<file path="config.mk">
export PLATFORM = sky130hd
export DESIGN_NAME = tcsc_top
export DESIGN_NICKNAME = d
export VERILOG_FILES = /design/src/tcsc_pkg.sv /design/src/tcsc_lock_if.sv /design/src/tcsc_top.sv /design/src/tcsc_lock_det.sv
export VERILOG_INCLUDE_DIRS = /design/src
export SDC_FILE = /design/constraint.sdc
export NUM_CORES = 1
export LEC_CHECK = 0
export ABC_AREA = 0
export BUFFER_PORTS_ARGS = -buffer_cell sky130_fd_sc_hd__clkbuf_2
export CORE_MARGIN = 4
export CORE_UTILIZATION = 35
export DETAILED_ROUTE_END_ITERATION = 7
export PLACE_DENSITY = 0.61
export SYNTH_ARGS = -nofsm -noshare
export SYNTH_HDL_FRONTEND = slang
export SYNTH_HIERARCHICAL = 1
export SYNTH_SLANG_ARGS = --single-unit
</file>
<file path="constraint.sdc">
create_clock -name hclk -period 4 [get_ports hclk]
set_input_delay 0.8 -clock hclk [delete_from_list [all_inputs] [get_ports hclk]]
set_output_delay 0.8 -clock hclk [all_outputs]
set_load 0.01 [all_outputs]
</file>
<file path="src/tcsc_params.svh">
// constants for the transceiver clock source control block
`ifndef TCSC_PARAMS_SVH
`define TCSC_PARAMS_SVH
`define TCSC_CLK_MHZ 100
`define TCSC_SETTLE_MS 20
`define TCSC_WCLK_LOCK_MS 35
`define TCSC_GOOD_SLOW 9'd384
`define TCSC_GOOD_FAST 9'd1
`define TCSC_MIN_PERIOD 13'd463
`define TCSC_MAX_PERIOD 13'd4545
`define TCSC_TIMEOUT 13'd4546
`define TCSC_TOL 13'd4
`define TCSC_XTAL_PERIOD 13'd2083
`define TCSC_A_CTRL 5'h00
`define TCSC_A_STAT 5'h04
`define TCSC_A_IRQ 5'h08
`define TCSC_A_MASK 5'h0c
`define TCSC_A_PER 5'h10
`define TCSC_CTRL_RST 11'h000
`define TCSC_TH_22K05 13'd4351
`define TCSC_TH_24K 13'd3646
`define TCSC_TH_32K 13'd2696
`define TCSC_TH_44K1 13'd2175
`define TCSC_TH_48K 13'd1823
`define TCSC_TH_64K 13'd1348
`define TCSC_TH_88K2 13'd1088
`define TCSC_TH_96K 13'd804
`define TCSC_TH_176K4 13'd544
`endif

</file>
<file path="src/tcsc_pkg.sv">
// types for the transceiver clock source control block
package tcsc_pkg;
  typedef logic [3:0] tcsc_fs_t;
  typedef enum logic [3:0] {
    FS_NONE = 4'b0000, FS_22K05 = 4'b0001, FS_24K = 4'b0010, FS_32K = 4'b0011,
    FS_44K1 = 4'b0100, FS_48K = 4'b0101, FS_64K = 4'b0110, FS_88K2 = 4'b0111,
    FS_96K = 4'b1000, FS_176K4 = 4'b1001, FS_192K = 4'b1010
  } tcsc_fs_e;
  typedef enum logic [1:0] {
    CM_PLL = 2'b00, CM_XTAL = 2'b01, CM_FALLBACK = 2'b10, CM_XTAL_MON = 2'b11
  } tcsc_cm_e;
endpackage

</file>
<file path="src/tcsc_lock_if.sv">
// signals between the clock control and the lock detector
`timescale 1ns/1ps
interface tcsc_lock_if;
  logic        ref_event;
  logic        clear;
  logic [8:0]  need_good;
  logic        locked;
  logic [12:0] period;
  logic        lost;
  logic        gained;
  modport det (input ref_event, clear, need_good, output locked, period, lost, gained);
  modport ctl (output ref_event, clear, need_good, input locked, period, lost, gained);
endinterface

</file>
<file path="src/tcsc_top.sv">
// clock source, pll reference and output data selection with ahb-lite registers
// Contract
// pll reference is register bit or pin
// biphase lock: 20 ms plus 384/1 periods
// word clock lock within 35 ms
// parallel strap forces quick lock
// word clock drives master, bit, frame clocks
// frame clock within 5% of word clock
// frame clock aligned when both references present
// host clears aligned bit if not synchronous
// independent rate splits transmitter clock source
// mode 0 pll received, mode 1 crystal aux; code outputs 0 instead of aux in mode 1 while indep is set
// mode 2 falls back to crystal on unlock
// mode 3 crystal clock, pll keeps running
// crystal must differ from recovered rate
// modes 4-6 word clock, crystal, fallback
// word clock modes output auxiliary data
// crystal stopped when select is 1,1; code stops it only in clock mode CM_PLL
// detect ten sampling rates, crystal or status
// bad preamble interval drops lock
// unlocked from reset, drives glitchless fallback
`timescale 1ns/1ps
`include "tcsc_params.svh"
module tcsc_top #(
  parameter int SETTLE_CYCLES = `TCSC_SETTLE_MS * 1000 * `TCSC_CLK_MHZ
) (
  input  wire logic            hclk,
  input  wire logic            hresetn,
  input  wire logic            hsel,
  input  wire logic [31:0]     haddr,
  input  wire logic [1:0]      htrans,
  input  wire logic            hwrite,
  input  wire logic [2:0]      hsize,
  input  wire logic [31:0]     hwdata,
  input  wire logic            hready,
  output logic                 hreadyout,
  output logic                 hresp,
  output logic [31:0]          hrdata,
  input  wire logic            power_down_pin_n,
  input  wire logic            pll_ref_select_pin,
  input  wire logic            parallel_mode_strap,
  input  wire logic [7:0]      biphase_inputs,
  input  wire logic            word_clock_input,
  input  wire logic            received_data,
  input  wire logic            auxiliary_serial_in,
  input  wire tcsc_pkg::tcsc_fs_t channel_status_fs,
  output logic [1:0]           master_clock_outputs,
  output logic                 bit_clock,
  output logic                 frame_clock,
  output logic                 serial_data_out,
  output logic                 pll_enable,
  output logic                 crystal_enable,
  output logic                 clock_from_crystal,
  output logic                 tx_clock_from_crystal,
  output logic                 irq
);
  import tcsc_pkg::*;

  localparam logic [12:0] XTAL_PER = `TCSC_XTAL_PERIOD;

  tcsc_lock_if lk ();

  logic [13:0] s1;
  logic [13:0] s2;
  logic [13:0] s3;
  logic [10:0] ctrl;
  logic [2:0]  irq_st;
  logic [2:0]  irq_mask;
  logic        acc_wr;
  logic [4:0]  acc_addr;
  logic [1:0]  init_cnt;
  logic        strap_lat;
  logic        ref_is_wclk;
  logic        ref_chg;
  logic        quick_eff;
  logic        want_xtal;
  logic        sel_rx;
  logic [7:0]  phase;
  logic [4:0]  div;
  logic [4:0]  half;
  logic [12:0] per_sel;
  logic        tick;
  logic        wrap;
  logic        resync;
  tcsc_fs_e    fs_code;
  tcsc_fs_e    next_fs;
  tcsc_cm_e    cm;
  logic [31:0] next_rd;

  wire pdn_ok  = s2[13];
  wire wclk_r  = s2[10] & ~s3[10];
  wire bp_r    = s2[ctrl[10:8]] & ~s3[ctrl[10:8]];
  wire ctrl_ref   = ctrl[0];
  wire ctrl_quick = ctrl[3];
  wire indep      = ctrl[4];
  wire aligned    = ctrl[5];
  wire [1:0] xsel = ctrl[7:6];
  assign cm = tcsc_cm_e'(ctrl[2:1]);

  // pins from outside the clock domain, two flops then edge history
  always_ff @(posedge hclk or negedge hresetn) begin
    if (!hresetn) begin
      s1 <= 14'h0;
      s2 <= 14'h0;
      s3 <= 14'h0;
    end else begin
      s1 <= {power_down_pin_n, pll_ref_select_pin, parallel_mode_strap, word_clock_input,
             received_data, auxiliary_serial_in, biphase_inputs};
      s2 <= s1;
      s3 <= s2;
    end
  end

  // strap caught after reset release and while powered down
  always_ff @(posedge hclk or negedge hresetn) begin
    if (!hresetn) begin
      init_cnt  <= 2'h0;
      strap_lat <= 1'b0;
    end else begin
      if (init_cnt != 2'h3) begin
        init_cnt <= init_cnt + 2'd1;
      end
      if (init_cnt != 2'h3 || !pdn_ok) begin
        strap_lat <= s2[11];
      end
    end
  end

  // ahb-lite slave, zero wait states
  assign hreadyout = 1'b1;
  assign hresp     = 1'b0;
  wire take = hready & hsel & htrans[1];

  always_ff @(posedge hclk or negedge hresetn) begin
    if (!hresetn) begin
      acc_wr   <= 1'b0;
      acc_addr <= 5'h0;
    end else if (hready) begin
      acc_wr   <= take & hwrite;
      acc_addr <= haddr[4:0];
    end
  end

  always_comb begin
    next_rd = 32'h0;
    case (haddr[4:0])
      `TCSC_A_CTRL: next_rd = {21'h0, ctrl};
      `TCSC_A_STAT: next_rd = {22'h0, quick_eff, crystal_enable, pll_enable, fs_code,
                               ref_is_wclk, clock_from_crystal, !lk.locked};
      `TCSC_A_IRQ:  next_rd = {29'h0, irq_st};
      `TCSC_A_MASK: next_rd = {29'h0, irq_mask};
      `TCSC_A_PER:  next_rd = {19'h0, lk.period};
      default:      next_rd = 32'h0;
    endcase
  end

  always_ff @(posedge hclk or negedge hresetn) begin
    if (!hresetn) begin
      hrdata <= 32'h0;
    end else if (take && !hwrite) begin
      hrdata <= next_rd;
    end
  end

  always_ff @(posedge hclk or negedge hresetn) begin
    if (!hresetn) begin
      ctrl     <= `TCSC_CTRL_RST;
      irq_mask <= 3'h0;
    end else if (acc_wr) begin
      if (acc_addr == `TCSC_A_CTRL) begin
        ctrl <= hwdata[10:0];
      end
      if (acc_addr == `TCSC_A_MASK) begin
        irq_mask <= hwdata[2:0];
      end
    end
  end

  // events: lock lost, lock gained, rate changed; set beats clear
  always_ff @(posedge hclk or negedge hresetn) begin
    if (!hresetn) begin
      irq_st <= 3'h0;
    end else begin
      irq_st <= (irq_st & ~((acc_wr && acc_addr == `TCSC_A_IRQ) ? hwdata[2:0] : 3'h0)) |
                {next_fs != fs_code, lk.gained, lk.lost};
    end
  end

  always_ff @(posedge hclk or negedge hresetn) begin
    if (!hresetn) begin
      irq <= 1'b0;
    end else begin
      irq <= |(irq_st & irq_mask);
    end
  end

  // reference and lock detector control
  always_ff @(posedge hclk or negedge hresetn) begin
    if (!hresetn) begin
      ref_is_wclk <= 1'b0;
      ref_chg     <= 1'b0;
      quick_eff   <= 1'b0;
    end else begin
      ref_is_wclk <= ctrl_ref | s2[12];
      ref_chg     <= ref_is_wclk != (ctrl_ref | s2[12]);
      quick_eff   <= ctrl_quick | strap_lat;
    end
  end

  assign lk.ref_event = ref_is_wclk ? wclk_r : bp_r;
  assign lk.clear     = !pdn_ok || !pll_enable || ref_chg;
  assign lk.need_good = (ref_is_wclk || quick_eff) ? `TCSC_GOOD_FAST : `TCSC_GOOD_SLOW;

  tcsc_lock_det #(
    .SETTLE_CYCLES (SETTLE_CYCLES)
  ) u_lock (
    .hclk    (hclk),
    .hresetn (hresetn),
    .lk      (lk)
  );

  // mode decode
  always_comb begin
    case (cm)
      CM_PLL:      want_xtal = 1'b0;
      CM_XTAL:     want_xtal = 1'b1;
      CM_FALLBACK: want_xtal = !lk.locked;
      CM_XTAL_MON: want_xtal = 1'b1;
      default:     want_xtal = 1'b1;
    endcase
  end

  always_ff @(posedge hclk or negedge hresetn) begin
    if (!hresetn) begin
      pll_enable     <= 1'b0;
      crystal_enable <= 1'b1;
      sel_rx         <= 1'b0;
    end else begin
      pll_enable     <= pdn_ok && (cm != CM_XTAL);
      crystal_enable <= !(cm == CM_PLL && xsel == 2'b11);
      sel_rx         <= !ref_is_wclk && !want_xtal;
    end
  end

  // source switches at a frame boundary, or at once while powered down, so clocks never glitch
  always_ff @(posedge hclk or negedge hresetn) begin
    if (!hresetn) begin
      clock_from_crystal <= 1'b1;
    end else if (!pdn_ok || wrap) begin
      clock_from_crystal <= !pdn_ok || want_xtal;
    end
  end

  always_ff @(posedge hclk or negedge hresetn) begin
    if (!hresetn) begin
      tx_clock_from_crystal <= 1'b1;
    end else begin
      tx_clock_from_crystal <= indep | clock_from_crystal;
    end
  end

  // 256 ticks per frame: 128fs, 64fs and 1fs from one counter; tick length rounded to nearest
  assign per_sel = clock_from_crystal ? XTAL_PER : lk.period;
  assign half    = per_sel[12:8] + {4'h0, per_sel[7]};
  assign tick   = (half == 5'h0) || (div >= half - 5'd1);
  assign wrap   = tick && (phase == 8'hff);
  assign resync = wclk_r && lk.locked && !clock_from_crystal && (ref_is_wclk || aligned);

  always_ff @(posedge hclk or negedge hresetn) begin
    if (!hresetn) begin
      div   <= 5'h0;
      phase <= 8'h0;
    end else if (!pdn_ok || resync) begin
      div   <= 5'h0;
      phase <= 8'h0;
    end else if (tick) begin
      div   <= 5'h0;
      phase <= phase + 8'd1;
    end else begin
      div <= div + 5'd1;
    end
  end

  assign master_clock_outputs = {phase[1], phase[0]};
  assign bit_clock            = phase[1];
  assign frame_clock          = phase[7];

  always_ff @(posedge hclk or negedge hresetn) begin
    if (!hresetn) begin
      serial_data_out <= 1'b0;
    end else if (sel_rx) begin
      serial_data_out <= s2[9];
    end else begin
      serial_data_out <= (indep && !ref_is_wclk) ? 1'b0 : s2[8];
    end
  end

  // rate from the measured period, or from channel status when the crystal select is 1,1
  always_comb begin
    if (xsel == 2'b11) begin
      next_fs = tcsc_fs_e'(channel_status_fs);
    end else if (!lk.locked) begin
      next_fs = FS_NONE;
    end else if (lk.period > `TCSC_TH_22K05) begin
      next_fs = FS_22K05;
    end else if (lk.period > `TCSC_TH_24K) begin
      next_fs = FS_24K;
    end else if (lk.period > `TCSC_TH_32K) begin
      next_fs = FS_32K;
    end else if (lk.period > `TCSC_TH_44K1) begin
      next_fs = FS_44K1;
    end else if (lk.period > `TCSC_TH_48K) begin
      next_fs = FS_48K;
    end else if (lk.period > `TCSC_TH_64K) begin
      next_fs = FS_64K;
    end else if (lk.period > `TCSC_TH_88K2) begin
      next_fs = FS_88K2;
    end else if (lk.period > `TCSC_TH_96K) begin
      next_fs = FS_96K;
    end else if (lk.period > `TCSC_TH_176K4) begin
      next_fs = FS_176K4;
    end else begin
      next_fs = FS_192K;
    end
  end

  always_ff @(posedge hclk or negedge hresetn) begin
    if (!hresetn) begin
      fs_code <= FS_NONE;
    end else begin
      fs_code <= next_fs;
    end
  end

  property p_ref_or;
    @(posedge hclk) disable iff (!hresetn) ##1 ref_is_wclk == $past(ctrl_ref | s2[12]);
  endproperty
  a_ref_or: assert property (p_ref_or) else $error("reference select not the or");

  property p_quick;
    @(posedge hclk) disable iff (!hresetn) strap_lat |=> quick_eff;
  endproperty
  a_quick: assert property (p_quick) else $error("strap did not force quick lock");

  property p_mode1_off;
    @(posedge hclk) disable iff (!hresetn) (cm == CM_XTAL) |=> !pll_enable;
  endproperty
  a_mode1_off: assert property (p_mode1_off) else $error("pll running in crystal mode");

  property p_mode3_on;
    @(posedge hclk) disable iff (!hresetn) (cm == CM_XTAL_MON && pdn_ok) |=> pll_enable;
  endproperty
  a_mode3_on: assert property (p_mode3_on) else $error("pll stopped in monitor mode");

  property p_fallback;
    @(posedge hclk) disable iff (!hresetn) (cm == CM_FALLBACK && !lk.locked && wrap) |=> clock_from_crystal;
  endproperty
  a_fallback: assert property (p_fallback) else $error("no crystal fallback on unlock");

  property p_wclk_aux;
    @(posedge hclk) disable iff (!hresetn) ref_is_wclk |=> !sel_rx;
  endproperty
  a_wclk_aux: assert property (p_wclk_aux) else $error("received data in word clock mode");

  property p_xtal_off;
    @(posedge hclk) disable iff (!hresetn) (cm == CM_PLL && xsel == 2'b11) |=> !crystal_enable;
  endproperty
  a_xtal_off: assert property (p_xtal_off) else $error("crystal not stopped");

  property p_sync_tx;
    @(posedge hclk) disable iff (!hresetn) !indep |=> tx_clock_from_crystal == $past(clock_from_crystal);
  endproperty
  a_sync_tx: assert property (p_sync_tx) else $error("transmitter source differs");

  property p_resync;
    @(posedge hclk) disable iff (!hresetn) resync && pdn_ok |=> phase == 8'h0 && !frame_clock;
  endproperty
  a_resync: assert property (p_resync) else $error("frame clock not realigned");

  c_fallback: cover property (@(posedge hclk) disable iff (!hresetn) cm == CM_FALLBACK && $rose(clock_from_crystal));
  c_resync: cover property (@(posedge hclk) disable iff (!hresetn) resync);
  c_irq: cover property (@(posedge hclk) disable iff (!hresetn) $rose(irq));
endmodule // tcsc_top

</file>
<file path="src/tcsc_lock_det.sv">
// reference interval checker that models pll lock and loss of lock
`timescale 1ns/1ps
`include "tcsc_params.svh"
module tcsc_lock_det #(
  parameter int SETTLE_CYCLES = 2000000
) (
  input wire logic   hclk,
  input wire logic   hresetn,
  tcsc_lock_if.det   lk
);
  import tcsc_pkg::*;
  logic [12:0] cnt;
  logic [20:0] settle;
  logic [8:0]  good;
  logic        seen;
  logic        bad;
  logic        tmo;
  logic        done;
  logic        lose;
  logic        gain;

  assign tmo  = (cnt == `TCSC_TIMEOUT);
  assign done = (settle == SETTLE_CYCLES[20:0]);
  // interval outside range or jumping against the last one
  assign bad  = (cnt < `TCSC_MIN_PERIOD) || (cnt > `TCSC_MAX_PERIOD) ||
                (seen && ((cnt > lk.period + `TCSC_TOL) || (cnt + `TCSC_TOL < lk.period)));
  assign lose = lk.locked && ((lk.ref_event && bad) || tmo);
  // compared one bit wider so a saturated count still reaches the target
  assign gain = !lk.locked && done && lk.ref_event && !bad &&
                ({1'b0, good} + 10'd1 >= {1'b0, lk.need_good});

  always_ff @(posedge hclk or negedge hresetn) begin
    if (!hresetn) begin
      cnt <= 13'h0;
    end else if (lk.clear || lk.ref_event) begin
      cnt <= 13'h0;
    end else if (!tmo) begin
      cnt <= cnt + 13'd1;
    end
  end

  always_ff @(posedge hclk or negedge hresetn) begin
    if (!hresetn) begin
      lk.period <= 13'h0;
      seen      <= 1'b0;
    end else if (lk.clear) begin
      seen <= 1'b0;
    end else if (lk.ref_event) begin
      lk.period <= cnt;
      seen      <= 1'b1;
    end
  end

  always_ff @(posedge hclk or negedge hresetn) begin
    if (!hresetn) begin
      settle <= 21'h0;
    end else if (lk.clear || lose) begin
      settle <= 21'h0;
    end else if (!done) begin
      settle <= settle + 21'd1;
    end
  end

  always_ff @(posedge hclk or negedge hresetn) begin
    if (!hresetn) begin
      good <= 9'h0;
    end else if (lk.clear || tmo || (lk.ref_event && bad)) begin
      good <= 9'h0;
    end else if (lk.ref_event && good != 9'h1ff) begin
      good <= good + 9'd1;
    end
  end

  // unlocked from reset until the first lock
  always_ff @(posedge hclk or negedge hresetn) begin
    if (!hresetn) begin
      lk.locked <= 1'b0;
      lk.lost   <= 1'b0;
      lk.gained <= 1'b0;
    end else begin
      lk.locked <= !lk.clear && (gain || (lk.locked && !lose));
      lk.lost   <= lose && !lk.clear;
      lk.gained <= gain && !lk.clear;
    end
  end

  property p_unlock_bad;
    @(posedge hclk) disable iff (!hresetn) (lk.locked && lk.ref_event && bad) |=> !lk.locked;
  endproperty
  a_unlock_bad: assert property (p_unlock_bad) else $error("lock kept after bad interval");

  property p_lock_count;
    @(posedge hclk) disable iff (!hresetn)
      $rose(lk.locked) |-> $past(done) && ({1'b0, $past(good)} + 10'd1 >= {1'b0, $past(lk.need_good)});
  endproperty
  a_lock_count: assert property (p_lock_count) else $error("lock before settle and good intervals");

  c_lock: cover property (@(posedge hclk) disable iff (!hresetn) $rose(lk.locked));
endmodule // tcsc_lock_det

</file>
---- After elaboration in Yosys (flattened, before gate mapping) ----
Index checks and enable logic that the tools add are counted.
W data, S select, Z words.
operators by class
  add/subtract/negate cells ............... 11
  $lt $le $gt $ge ......................... 16
  eq/ne operators ......................... 20
  mux-type cells .......................... 35
  bitwise gates (word level) .............. 15
  reduce and logical (&&, ||, !) cells .... 63
operator list
  cell                     number
  $pmux W13 S5             1
  $mux W21                 2
  $gt A13 B11 Y1 const B   3
  $gt A13 B12 Y1 const B   3
  $mux W13                 3
  $mux W4                  9
  $mux W9                  3
  $add A13 B3 Y13 const B  2
  $gt A13 B10 Y1 const B   2
  $gt A13 B13 Y1 const B   2
  $logic_and A1 B1 Y1      22
  $add A21 B1 Y21 const B  1
  $eq A21 B21 Y1 const B   1
  $eq A5 B4 Y1 const B     4
  $logic_or A1 B1 Y1       18
  $mux W8                  2
  $logic_not A5 Y1         3
  $add A13 B1 Y13 const B  1
  $eq A13 B13 Y1 const B   1
  $gt A13 B13 Y1           1
  $lt A13 B13 Y1           1
  $lt A13 B9 Y1 const B    1
  $logic_not A1 Y1         11
  $add A9 B1 Y10 const B   1
  other kinds (36)         62
storage, ports and cells
  register bits ........................... 184
  word-level logic and storage cells ...... 192

---- Logic depth before layout (Yosys ltp) ----
  word-level depth ........................ 14
  mapped depth ............................ 17
  mapped depth without buffers ............ 15

---- Modules after synthesis ----
Netlist, hierarchy kept.
modules (own cells, without submodules)
  module         times used  cells an instance  area each (um^2)  seq. area each (um^2)
  tcsc_top       1           483                5026.1            2581.2
  tcsc_lock_det  1           449                4231.6            1501.4

---- Worst setup path after synthesis ----
No wires, ideal clock.
  kind .................................... reg-to-reg
  from .................................... register clock_from_crystal
  to ...................................... register phase[1]
  arrival time ............................ 3641 ps
  path slack .............................. 209 ps
  stages on the path, launching flop included .. 18
  path buffers ............................ 2
  period minus slack after synthesis ...... 3791 ps
  cell sequence ........................... dfstp_2 > clkbuf_1 > nor2b_1 > ha_1 > ha_1 > nor2_1 > nand3_1 > o21ai_0 > nand2_1 > o21ai_0 > a221oi_1 > o22ai_1 > ha_1 > a21o_1 > a221oi_1 > buf_2 > mux2i_1 > nor2_1
on the way
  cells in the longest elaborated chain, start to end .. 6
ends and longest elaborated chain
  item                          line             RTL
  start, declared               tcsc_top.sv:53   output logic clock_from_crystal,
  start signal, assigned        tcsc_top.sv:250  clock_from_crystal <= !pdn_ok || want_xtal;
  $mux W13                      tcsc_top.sv:263  assign per_sel = clock_from_crystal ? XTAL_PER : lk.period;
  $add A5 B1 Y5                 tcsc_top.sv:264  assign half = per_sel[12:8] + {4'h0, per_sel[7]};
  $sub A5 B1 Y5                 tcsc_top.sv:265  assign tick = (half == 5'h0) || (div >= half - 5'd1);
  $ge A5 B5 Y1                  tcsc_top.sv:265
  $logic_or A1 B1 Y1            tcsc_top.sv:265
  $reduce_bool A2 Y1 (no line)  -
  end signal, assigned          tcsc_top.sv:278  phase <= phase + 8'd1;
  end, declared                 tcsc_top.sv:78   logic [7:0] phase;
Several ways; a longest one is shown, not always the timed one.
A chain may end at the register's enable or synchronous reset.

---- Worst setup path after layout ----
Ends and elaborated chain as after synthesis.

==> impl_metrics.ini <==
[yosys]
synth_top_family_by_area = simple AND/OR/NAND/NOR gates
async_flop_share_pct = 100.0
muxShareOfSynthArea_pct = 5.622
yosys.area_share.simple_pct = 19.34
syn_inst = 932
synth-seq-cells = 163
synth_area_leaders = dfrtp_1 (43%), ha_1 (7.4%), xor2_1 (4.1%)
synth_fa_ha_area_share_pct = 7.433
synth.distinct_cells = 82
synth_xor_area_share_pct = 7.096
synth.most_common_cell = dfrtp_1
synth-compound-area-share_pct = 10.31
synth_edf_count = 0
syn_avg_cell_area_um2 = 9.933
yosys.area.top_type = dfrtp_1
ys_seq_area_share_pct = 44.10
ys.flop_type = dfrtp_1
ys_top_cells_by_count = dfrtp_1 (160), nand2_1 (86), nor2_1 (65)
yosys_warnings = 6
synth_area_um2 = 9258
synth_top_area_share_pct = 43.25

[timing]
maxSlewViolCount = 0
clock_skew_ps = 19.40
grt_setup_unrepaired = no
period_share_pct = 89.81
slew_headroom_pct = 31.55
setup_violations = 0
fin_setup_tns_ps = 0
worstMarginPinSlew_ps = 1018
layout_min_cycle_time_ps = 3592
fmax_mhz = 278.4
finalHoldViolations = 0

[routing]
antenna_left = 0
routedWlPerCell_um = 15.32
vias = 6795
drcViolationCount = 0
viasPerCell = 5.063
first_pass_iters = 4
routed_wl_mm = 20.56
drt_iter0_markers = 395

[power]
powerDensity_nw_per_um2 = 364.4
p_leak_nw = 4.647
p_total_mw = 3.836
vdd_drop_max_uv = 234.3

[die]
core_area_um2 = 26060
die_y_um = 170.6
dieWidth_um = 170.6
start_util_pct = 35.53
fp.dieArea_um2 = 29120
num_rows = 59
io_pins = 136

[worst_setup_path]
critPathMaxStageDelay_ps = 670
worst-setup-path-type = reg -> reg
critPathLaunchType = register
worstPathArrival_ps = 3880
crit_fanout = 18
slowest_stage = dfstp_2
crit_chain = nor2b_1, ha_1, ha_1, nor2_1, nand3_1, o21ai_0, nand2_1, o21ai_0, a221oi_1, o22ai_1, ha_1, a21o_1, a221oi_1, buf_4, mux2i_1, nor2_1
crit_top_cell = ha_1
crit_required_ps = 4280
crit_path_end_kind = register

[clocking]
cts_sinks = 163
clkTransAtPathRegs_ps = 80
insertion_delay_ps = 440
cts_tree = yes
clk_path_buf_depth = 2
cts_resized = 0
cts_root_buffer = clkbuf_16
holdBufCountCts = 0
htree_levels = 4
cts_buffers = 17
post_cts_buffers = 0

[global_routing]
grt_max_degree = 85
grt_pass1_vias = 6669
antenna_found_initial = 1
grt_overflow = 0
grt_pass1_wl_mm = 34.32
grt_usage_pct = 14.53

[status]
outcome = finished, final reports clean

[run]
max_cap_viol_count = 0

[place]
portBuffers = 62
gp_congestion = 0.8487
hpwl_mm = 15.05

[final_layout]
area_growth_pct = 13.69
num_antenna_cells = 0
layout.nets = 1141
drive_gt1_share_pct = 18.07

[worst_hold_path]
hold_path_class = reg -> reg
[sequential cells by signal, summed over array words and instances (netlist names), 2 cells and up]
| name | flops |
|---|---|
| s3 | 9 |
| irq_st | 3 |
| init_cnt | 2 |
| div | 5 |
| u_lock/cnt | 13 |
| irq_mask | 3 |
| u_lock/settle | 21 |
| s1 | 14 |
| acc_addr | 5 |
| ctrl | 11 |
| phase | 8 |
| s2 | 14 |
| fs_code | 4 |
| u_lock/lk.period | 13 |
| hrdata | 13 |
| u_lock/good | 9 |
[per-layer routing]
metal | wire length (µm) | GRT usage (%) | part of all wire (%)
met5 | 12 | 0 | 0.058
met4 | 286 | 4.063 | 1.4
met3 | 834 | 2.518 | 4.1
met2 | 9924 | 24.31 | 48
met1 | 9502 | 19.51 | 46
[stage by stage]
| step | setup WS (ps) | instance area (µm²) | utilization (%) | hold WS [ps] | cells |
|---|---|---|---|---|---|
| after floorplan | 209.3 | 9351 | - | 331.2 | 957 |
| after global placement | 478.2 | 9896 | 37.97 | 334.0 | 1310 |
| after detailed placement | 401.9 | 9896 | 37.97 | 334.7 | 1310 |
| after CTS | 390.4 | 10530 | 40.39 | 351.6 | 1342 |
| after global routing | 152.0 | 10530 | 40.39 | 355.7 | 1342 |
| final | 407.8 | 10530 | 40.39 | 348.9 | 1342 |
[cell usage in the layout (no fill, tap or decap), types with 15 or more instances in the layout]
| master | synthesis | routed |
|---|---|---|
| nor3_2 | 19 | 19 |
| conb_1 | 2 | 27 |
| o21ai_0 | 34 | 34 |
| clkbuf_16 | 0 | 17 |
| clkbuf_2 | 0 | 61 |
| dfrtp_1 | 160 | 160 |
| xor2_1 | 43 | 43 |
| nand4_1 | 16 | 16 |
| buf_4 | 25 | 15 |
| nor2_1 | 65 | 65 |
| a21oi_1 | 42 | 42 |
| xnor2_1 | 32 | 32 |
| inv_1 | 50 | 50 |
| nand3_1 | 49 | 49 |
| mux2i_1 | 16 | 16 |
| mux2_2 | 22 | 22 |
| nand2_1 | 86 | 86 |
| ha_1 | 55 | 55 |
| nor3_1 | 17 | 17 |
[power by group]
group          switching, mW  internal [mW]
clock network          0.782          0.960
logic                  0.178          0.113
registers             0.0746           1.73
total                   1.03           2.80
[cells by family (layout without fill, tap and decap cells)]
family          Yosys count  count (layout)
compound gates          145             145
simple gates            332             332
flops                   163             163
other cells               2              27
fa+ha+maj                55              55
buf+inv                 113             163
xor+xnor                 75              75
mux                      47              47
[layout make-up]
| cell class | instances | area, µm² |
|---|---|---|
| clock inverter | 15 | 203.9 |
| multi-input combinational | 681 | 4730 |
| tap | 335 | 419.2 |
| inverter | 52 | 195.2 |
| fill | 2543 | 15530 |
| clock buffer | 17 | 425.4 |
| sequential | 163 | 4083 |
| timing repair buffer | 79 | 469.2 |
[critical path: cells and delay by family (launching register included)]
family	cells	cell delay, ps
buf+inv	1	280
flops	1	670
fa+ha+maj	3	860
compound gates	6	1060
simple gates	5	370
mux	1	200
[worst paths after layout]
check | startpoint | slack, ps | to | cells after the start
max in group asynchronous | hresetn | 2730 | s3[7] | 2
min in group asynchronous | hresetn | 420 | u_lock/lk.period[10] | 1
hold reg to reg | s1[11] | 350 | s2[11] | 0
setup reg to reg | clock_from_crystal | 410 | phase[1] | 16
hold / removal | s1[11] | 350 | s2[11] | 0
setup / recovery | clock_from_crystal | 410 | phase[1] | 16
(Power assumes the default switching activity.)
